==> config.mk <==
export PLATFORM = sky130hd
export DESIGN_NAME = flrl_top
export DESIGN_NICKNAME = d
export VERILOG_FILES = /design/src/shared/flrl_pkg.sv /design/src/logic/flrl_log_mem.sv /design/src/logic/flrl_top.sv
export VERILOG_INCLUDE_DIRS = /design/src /design/src/shared
export SDC_FILE = /design/constraint.sdc
export NUM_CORES = 2
export LEC_CHECK = 0
export ABC_AREA = 1
export BUFFER_PORTS_ARGS = -buffer_cell sky130_fd_sc_hd__clkbuf_2
export CORE_AREA = 2 2 455 276
export DETAILED_ROUTE_END_ITERATION = 8
export DIE_AREA = 0 0 457 278
export PLACE_DENSITY = 0.78
export SYNTH_ARGS = -nofsm -noshare
export SYNTH_HDL_FRONTEND = slang
export SYNTH_SLANG_ARGS = --single-unit
==> constraint.sdc <==
create_clock -name I_CLK -period 34.1 [get_ports I_CLK]
set_input_delay 3.41 -clock I_CLK [delete_from_list [all_inputs] [get_ports I_CLK]]
set_output_delay 3.41 -clock I_CLK [all_outputs]
set_load 0.005 [all_outputs]
==> src/shared/flrl_consts.svh <==
// Named offsets, field values, sizes and timing figures of the fault level, reset and log block.
`ifndef FLRL_CONSTS_SVH
`define FLRL_CONSTS_SVH

`define FLRL_OFS_RESET_CMD   12'h000
`define FLRL_OFS_SYS_INIT    12'h004
`define FLRL_OFS_LOG_SELECT  12'h008
`define FLRL_OFS_LOG_CODE    12'h00C
`define FLRL_OFS_STATUS_LO   12'h010
`define FLRL_OFS_STATUS_HI   12'h02C
`define FLRL_OFS_CONTROL     12'h030
`define FLRL_OFS_ACTIVE      12'h034

`define FLRL_CMD_NONE        16'h0000
`define FLRL_CMD_RESET       16'h0001
`define FLRL_INIT_MODE_A     16'h0001
`define FLRL_INIT_MODE_B     16'h0002

`define FLRL_NIB_NR1         4'h0
`define FLRL_NIB_R1          4'h2
`define FLRL_NIB_C2          4'h6
`define FLRL_NIB_C3          4'hE

`define FLRL_LOG_DEPTH       10
`define FLRL_DUP_WINDOW      5
`define FLRL_STATUS_WORDS    8

`define FLRL_CLK_MHZ         50
`define FLRL_DEB_TIME_US     3000

`endif

==> src/shared/flrl_pkg.sv <==
// Types shared by the fault level, reset and log block.
`default_nettype none
package flrl_pkg;

	// Severity kind of a fault or warning, most severe first.
	typedef enum logic [1:0] {
		FLRL_NR1 = 2'b00,
		FLRL_R1  = 2'b01,
		FLRL_C2  = 2'b10,
		FLRL_C3  = 2'b11
	} flrl_kind_t;

	// One event reported by the drive.
	typedef struct packed {
		logic       valid;
		flrl_kind_t kind;
		logic [11:0] code;
	} flrl_evt_t;

	// Eight drive status values caught with an event.
	typedef struct packed {
		logic [7:0][15:0] vals;
	} flrl_snap_t;

endpackage : flrl_pkg
`default_nettype wire

==> src/logic/flrl_log_mem.sv <==
// Status snapshot memory of the event history, with registered read data.
`default_nettype none
module flrl_log_mem #(
	parameter int WIDTH = 128,
	parameter int DEPTH = 10,
	parameter int AW    = 4
) (
	input  wire logic             i_clk,   // System clock.
	input  wire logic             i_we,    // Write strobe.
	input  wire logic [AW-1:0]    i_waddr, // Write entry.
	input  wire logic [WIDTH-1:0] i_wdata, // Write data.
	input  wire logic [AW-1:0]    i_raddr, // Read entry.
	output logic      [WIDTH-1:0] o_rdata  // Registered read data.
);

	logic [WIDTH-1:0] mem [DEPTH];

	// Stores one snapshot per write strobe.
	always_ff @(posedge i_clk)
	begin
		if (i_we)
		begin
			mem[i_waddr] <= i_wdata;
		end
	end

	// Reads the selected entry one cycle later.
	always_ff @(posedge i_clk)
	begin
		o_rdata <= mem[i_raddr];
	end

endmodule : flrl_log_mem
`default_nettype wire

==> src/logic/flrl_top.sv <==
// Fault ranking, reset gating, debounced reset input and event history with APB registers.
//
// Local design decisions: register access over APB and the placing of the registers.
`include "flrl_consts.svh"
`default_nettype none
module flrl_top #(
	parameter int DEB_CYCLES = `FLRL_DEB_TIME_US * `FLRL_CLK_MHZ + 1
) (
	input  wire logic                 I_CLK,      // System clock, 50 MHz.
	input  wire logic                 I_RST,      // Synchronous reset, active high.
	input  wire logic                 I_PSEL,     // APB select.
	input  wire logic                 I_PENABLE,  // APB enable.
	input  wire logic                 I_PWRITE,   // APB direction.
	input  wire logic [11:0]          I_PADDR,    // APB byte address.
	input  wire logic [31:0]          I_PWDATA,   // APB write data.
	output logic      [31:0]          O_PRDATA,   // APB read data.
	output logic                      O_PREADY,   // APB ready.
	output logic                      O_PSLVERR,  // APB error on unmapped address.
	input  wire flrl_pkg::flrl_evt_t  I_EVT,      // Event from the drive, one cycle.
	input  wire flrl_pkg::flrl_snap_t I_SNAP,     // Drive status at the event.
	input  wire logic                 I_SERVO_EN, // Servo enable level.
	input  wire logic                 I_ALARM_CLEAR_IN, // Reset input level, active high.
	output logic      [15:0]          O_ACTIVE_CODE, // Code word of most severe active event.
	output logic                      O_STOP_REQ, // Class one or two fault active.
	output logic                      O_WARNING   // Class three warning active.
);

	localparam int LOGD = `FLRL_LOG_DEPTH;

	// Builds the logged code word from kind and code.
	function automatic logic [15:0] code_word(input flrl_pkg::flrl_kind_t k, input logic [11:0] c);
		logic [3:0] nib;
		nib = `FLRL_NIB_C3;
		unique case (k)
			flrl_pkg::FLRL_NR1: nib = `FLRL_NIB_NR1;
			flrl_pkg::FLRL_R1:  nib = `FLRL_NIB_R1;
			flrl_pkg::FLRL_C2:  nib = `FLRL_NIB_C2;
			flrl_pkg::FLRL_C3:  nib = `FLRL_NIB_C3;
		endcase
		return {nib, c};
	endfunction : code_word

	// Ring slot that lies back + 1 entries before the write pointer.
	function automatic logic [3:0] ring_idx(input logic [3:0] wp, input logic [3:0] back);
		logic [4:0] t;
		t = 5'(wp) + 5'(LOGD) - 5'd1 - 5'(back);
		if (t >= 5'(LOGD))
		begin
			t = t - 5'(LOGD);
		end
		return t[3:0];
	endfunction : ring_idx

	// Bus handshake and register state.
	logic        cmd_q;
	logic        hs_map;
	logic [3:0]  sel;
	logic        access;
	logic        wr_en;
	logic        init_clr;
	logic        clr;
	logic        di_fire;
	logic [17:0] di_cnt;

	assign access = I_PSEL & I_PENABLE & ~O_PREADY;
	assign wr_en  = I_PSEL & I_PENABLE & O_PREADY & I_PWRITE;
	assign init_clr = wr_en && I_PADDR == `FLRL_OFS_SYS_INIT &&
		(I_PWDATA[15:0] == `FLRL_INIT_MODE_A || I_PWDATA[15:0] == `FLRL_INIT_MODE_B);
	assign clr = cmd_q | di_fire;

	// Reset command: a write of 1 requests, and the bit drops after one cycle.
	always_ff @(posedge I_CLK)
	begin
		if (I_RST)
			cmd_q <= 1'b0;
		else if (wr_en && I_PADDR == `FLRL_OFS_RESET_CMD && I_PWDATA[15:0] == `FLRL_CMD_RESET)
			cmd_q <= 1'b1;
		else
			cmd_q <= 1'b0;
	end

	// Selector and reset input mapping.
	always_ff @(posedge I_CLK)
	begin
		if (I_RST)
		begin
			sel    <= 4'h0;
			hs_map <= 1'b0;
		end
		else if (wr_en && I_PADDR == `FLRL_OFS_LOG_SELECT)
			sel <= I_PWDATA[3:0];
		else if (wr_en && I_PADDR == `FLRL_OFS_CONTROL)
			hs_map <= I_PWDATA[0];
	end

	// Reset input filter: counts a stable active level and fires once past the limit.
	always_ff @(posedge I_CLK)
	begin
		if (I_RST || !I_ALARM_CLEAR_IN || hs_map)
		begin
			di_cnt  <= 18'h00000;
			di_fire <= 1'b0;
		end
		else if (di_cnt != 18'(DEB_CYCLES))
		begin
			di_cnt  <= di_cnt + 18'h00001;
			di_fire <= (di_cnt == 18'(DEB_CYCLES - 1));
		end
		else
			di_fire <= 1'b0;
	end

	// Active events, one slot per kind; a new event wins over a clear.
	logic [3:0]       act_v;
	logic [3:0][11:0] act_code;

	always_ff @(posedge I_CLK)
	begin
		if (I_RST)
		begin
			act_v    <= 4'h0;
			act_code <= '0;
		end
		else
		begin
			for (int k = 0; k < 4; k++)
			begin
				if (I_EVT.valid && I_EVT.kind == flrl_pkg::flrl_kind_t'(k))
				begin
					act_v[k]    <= 1'b1;
					act_code[k] <= I_EVT.code;
				end
				else if (clr && k == int'(flrl_pkg::FLRL_C3))
					act_v[k] <= 1'b0;
				else if (clr && !I_SERVO_EN && (k == int'(flrl_pkg::FLRL_R1) || k == int'(flrl_pkg::FLRL_C2)))
					act_v[k] <= 1'b0;
			end
		end
	end

	// Severity report; warnings never raise the stop request.
	always_ff @(posedge I_CLK)
	begin
		if (I_RST)
		begin
			O_ACTIVE_CODE <= 16'h0000;
			O_STOP_REQ    <= 1'b0;
			O_WARNING     <= 1'b0;
		end
		else
		begin
			O_STOP_REQ <= |act_v[2:0];
			O_WARNING  <= act_v[3];
			if (act_v[0])
				O_ACTIVE_CODE <= code_word(flrl_pkg::FLRL_NR1, act_code[0]);
			else if (act_v[1])
				O_ACTIVE_CODE <= code_word(flrl_pkg::FLRL_R1, act_code[1]);
			else if (act_v[2])
				O_ACTIVE_CODE <= code_word(flrl_pkg::FLRL_C2, act_code[2]);
			else if (act_v[3])
				O_ACTIVE_CODE <= code_word(flrl_pkg::FLRL_C3, act_code[3]);
			else
				O_ACTIVE_CODE <= 16'h0000;
		end
	end

	// History ring: codes in flops for the repeat check, snapshots in memory.
	logic [LOGD-1:0][15:0] log_code;
	logic [3:0]  wp;
	logic [3:0]  cnt;
	logic [3:0]  base_wp;
	logic [3:0]  base_cnt;
	logic [15:0] new_word;
	logic        dup;
	logic        log_we;

	assign base_wp  = init_clr ? 4'h0 : wp;
	assign base_cnt = init_clr ? 4'h0 : cnt;
	assign new_word = code_word(I_EVT.kind, I_EVT.code);
	assign log_we   = I_EVT.valid && !dup;

	// Compares the new code with the latest entries still held.
	always_comb
	begin
		dup = 1'b0;
		for (int k = 0; k < `FLRL_DUP_WINDOW; k++)
		begin
			if (4'(k) < base_cnt && log_code[ring_idx(base_wp, 4'(k))] == new_word)
				dup = 1'b1;
		end
	end

	// Writes a new entry and advances the pointer; init erases the history.
	always_ff @(posedge I_CLK)
	begin
		if (I_RST)
		begin
			wp       <= 4'h0;
			cnt      <= 4'h0;
			log_code <= '0;
		end
		else if (log_we)
		begin
			log_code[base_wp] <= new_word;
			wp  <= (base_wp == 4'(LOGD - 1)) ? 4'h0 : base_wp + 4'h1;
			cnt <= (base_cnt == 4'(LOGD)) ? base_cnt : base_cnt + 4'h1;
		end
		else if (init_clr)
		begin
			wp  <= 4'h0;
			cnt <= 4'h0;
		end
	end

	// Readout of the selected entry, zero when it holds no event.
	logic [15:0]         sel_code;
	logic                sel_ok;
	flrl_pkg::flrl_snap_t sel_snap;

	always_ff @(posedge I_CLK)
	begin
		if (I_RST)
		begin
			sel_code <= 16'h0000;
			sel_ok   <= 1'b0;
		end
		else
		begin
			sel_ok   <= sel < cnt;
			sel_code <= (sel < cnt) ? log_code[ring_idx(wp, sel)] : 16'h0000;
		end
	end

	flrl_log_mem #(
		.WIDTH (16 * `FLRL_STATUS_WORDS),
		.DEPTH (LOGD),
		.AW    (4)
	) u_mem (
		.i_clk   (I_CLK),
		.i_we    (log_we),
		.i_waddr (base_wp),
		.i_wdata (I_SNAP.vals),
		.i_raddr (ring_idx(wp, sel)),
		.o_rdata (sel_snap)
	);

	// APB answer: one wait state, read data and error registered at the access edge.
	always_ff @(posedge I_CLK)
	begin
		if (I_RST)
		begin
			O_PREADY  <= 1'b0;
			O_PRDATA  <= 32'h00000000;
			O_PSLVERR <= 1'b0;
		end
		else
		begin
			O_PREADY  <= access;
			O_PSLVERR <= 1'b0;
			if (access)
			begin
				O_PRDATA <= 32'h00000000;
				if (I_PADDR == `FLRL_OFS_RESET_CMD)
					O_PRDATA <= {31'h00000000, cmd_q};
				else if (I_PADDR == `FLRL_OFS_SYS_INIT)
					O_PRDATA <= 32'h00000000;
				else if (I_PADDR == `FLRL_OFS_LOG_SELECT)
					O_PRDATA <= {28'h0000000, sel};
				else if (I_PADDR == `FLRL_OFS_LOG_CODE)
					O_PRDATA <= {16'h0000, sel_code};
				else if (I_PADDR >= `FLRL_OFS_STATUS_LO && I_PADDR <= `FLRL_OFS_STATUS_HI && I_PADDR[1:0] == 2'b00)
					O_PRDATA <= sel_ok ? {16'h0000, sel_snap.vals[3'(I_PADDR[4:2] - 3'h4)]} : 32'h00000000;
				else if (I_PADDR == `FLRL_OFS_CONTROL)
					O_PRDATA <= {31'h00000000, hs_map};
				else if (I_PADDR == `FLRL_OFS_ACTIVE)
					O_PRDATA <= {12'h000, act_v, O_ACTIVE_CODE};
				else
					O_PSLVERR <= 1'b1;
			end
		end
	end
endmodule : flrl_top
`default_nettype wire

==> out/qor.txt <==
Outcome: finished clean
Via/cell ratio: 6.16
TritonCTS clock tree: done
Via count: 60000
Area grow syn2layout: 9.29%
Die X: 457 µm
Htree depth: 4
Core box area: 0.123 mm²
Post-Syn Instances: 8017
EDFF count, synth: 1280
TritonCTS buffer count: 149
Top FF cell, synth: edfxtp_1
I/O pin count: 246
Skew final: 0.0616 ns
Total Routed Length: 238000 µm
Hold Buf Count CTS: 0
Area of the mapped netlist: 0.0746 mm²
F_max: 0.0763 GHz
First-pass GRT wire length: 348000 µm
Slew Viols, Final: 0
Initial Util: 0.606
Final min period: 13.11 ns
Top cells by area, synth: edfxtp_1 (51%), nand2_1 (14%), dfxtp_1 (11%)
Count of final hold-check violations: 0
Power Density: 62.3 mW/mm²
Gr ovfl total: 0
Post-DP HPWL: 142000 µm
Headroom to the max-slew limit: 0.116
Die area: 0.127 mm²
Pre-Repair DR Iteration Count: 9
CP Data Required Time: 34.52 ns
Crit-path max FO: 185
Top cell type's share of synthesized area: 0.515
P_leak: 31.4 nW
Initial antenna violation count: 35
Max VDD drop: 85.7 µV
Root Buffer: clkbuf_16
Post-route ant nets: 0
Row cnt: 100
Crit path DAT: 13.53 ns
Ys async rst share: 0
Post-synth top cells: nand2_1 (2687), edfxtp_1 (1280), nand3_1 (1264)
Iter 0 DRT Violations: 9429
TNS Setup: 0 ns
Crit path launch type: primary input
Setup crit end kind: register
Synth warnings: 0
CP dominant cell by count: nand2_1
Worst path slowest cell: nor3_2
Worst skew pair latency: 0.82 ns
Vias in the first global route: 54800
I/O Buffers: 216
Resized cells post-CTS: 0
Slew @ Worst Pin: 1.32 ns
Post-CTS setup buffer count: 0
Die height: 278 µm
Total Routing Usage GR: 0.367
Flops & latches, synth: 1698
Worst Setup Path Type: primary input to register
GP Congestion: 1.03
CP peak stage delay: 0.95 ns
Worst Hold Class: register to register
Final setup fails: 0
Final Cycle Share: 0.384
Layout cell share with drive strength beyond 1: 0.0766
# nets final: 8181
Final Power: 0.00508 W
Clk slew on worst S/H paths: 0.07 ns
Seq/Total Area, Yosys: 0.627
Most frequent cell after synthesis: nand2_1
RSZ-0062 raised after global routing: false
Synth area leader: edfxtp_1
Max-cap violations: 0
# DRC: 0
WL per Instance: 24.5 µm
Mean Syn Cell Area: 9.31 µm²
Clock Path Buffers: 3
Largest net degree at the start of global routing: 208
Post-synth cell types: 55
Clock Sinks: 1698
==> cell usage in the layout, fill, tap and decap left out, types with 13 or more instances in the layout <==
cell type	n
nand2_1	2685
edfxtp_1	1280
nand3_1	1264
nor2_1	561
dfxtp_1	418
inv_1	359
o21ai_0	304
clkbuf_2	216
a31oi_1	152
clkbuf_16	151
a21oi_1	119
buf_4	78
o211ai_1	75
a22oi_1	62
clkbuf_1	41
ha_1	25
clkinv_1	22
nand4_1	20
clkbuf_8	20
diode_2	18
nand2_2	18
clkinv_2	17
a311o_1	15
nor3_1	13
conb_1	13
==> state kept, by name (all words and copies together) (netlist names), 4 cells and up <==
name / count
u_mem.mem: 1280
cnt: 4
wp: 4
log_code: 150
act_v: 4
u_mem.o_rdata: 128
di_cnt: 18
sel_code: 15
O_PRDATA: 20
sel: 4
O_ACTIVE_CODE: 15
act_code: 48
==> critical path, delay by kind of cell <==
kind	cells	cell delay, ns
buffers and inverters	10	4.97
AND/OR/NAND/NOR	17	3.34
AO/OA/AOI/OAI	4	1.21
adder cells (fa/ha/maj)	1	0.30
==> per-stage QoR <==
step | setup WS, ns | area [µm²] | hold slack, ns | std cells | utilization
after floorplan | 20.51 | 74700 | 0.425 | 8029 | -
after global placement | 20.86 | 76500 | 0.436 | 9441 | 0.622
after detailed placement | 20.72 | 76500 | 0.447 | 9441 | 0.622
after CTS | 21.52 | 81500 | 0.457 | 9718 | 0.662
after global routing | 20.78 | 81600 | 0.470 | 9729 | 0.662
final | 20.99 | 81600 | 0.460 | 9736 | 0.663
==> final timing paths <==
kind,from,endpoint,slack (ns),cells after the start
max reg2reg,O_PREADY,u_mem.mem[0][123],23.78,31
min reg2reg,act_code[41],act_code[41],0.46,2
min,act_code[41],act_code[41],0.46,2
max,I_PADDR[4],u_mem.mem[0][123],20.99,32
==> logic make-up after synthesis <==
group / share of synthesized area
xor gates and xnor gates: 0.00127
and+or+nand+nor: 0.258
DFF: 0.627
other: 0.0000502
adders and majority gates: 0.00463
buffers and inverters: 0.0490
AOI/OAI and AO/OA: 0.0600
==> per-layer routing <==
metal  GRT usage  part of all wire
met1       0.546              0.40
met2       0.503              0.41
met3       0.118              0.15
met4       0.134             0.033
met5           0           0.00070
==> cell type report <==
class	count	area, µm²
Inverter	389	1550
Antenna cell	18	45.0
Clock buffer	212	4210
Timing Repair Buffer	301	1810
Fill cell	9348	41500
Multi-Input combinational cell	5421	24300
Tap cell	1632	2040
Clock inverter	65	772
Sequential cell	1698	46800
==> power by group <==
group	internal, W	switching, W	leakage [nW]
clock	0.000955	0.000779	2.41
combinational	0.000235	0.000730	13.9
sequential	0.00233	0.0000508	15.0
total	0.00352	0.00156	31.4
No activity file was read; power rests on OpenSTA's default activity.
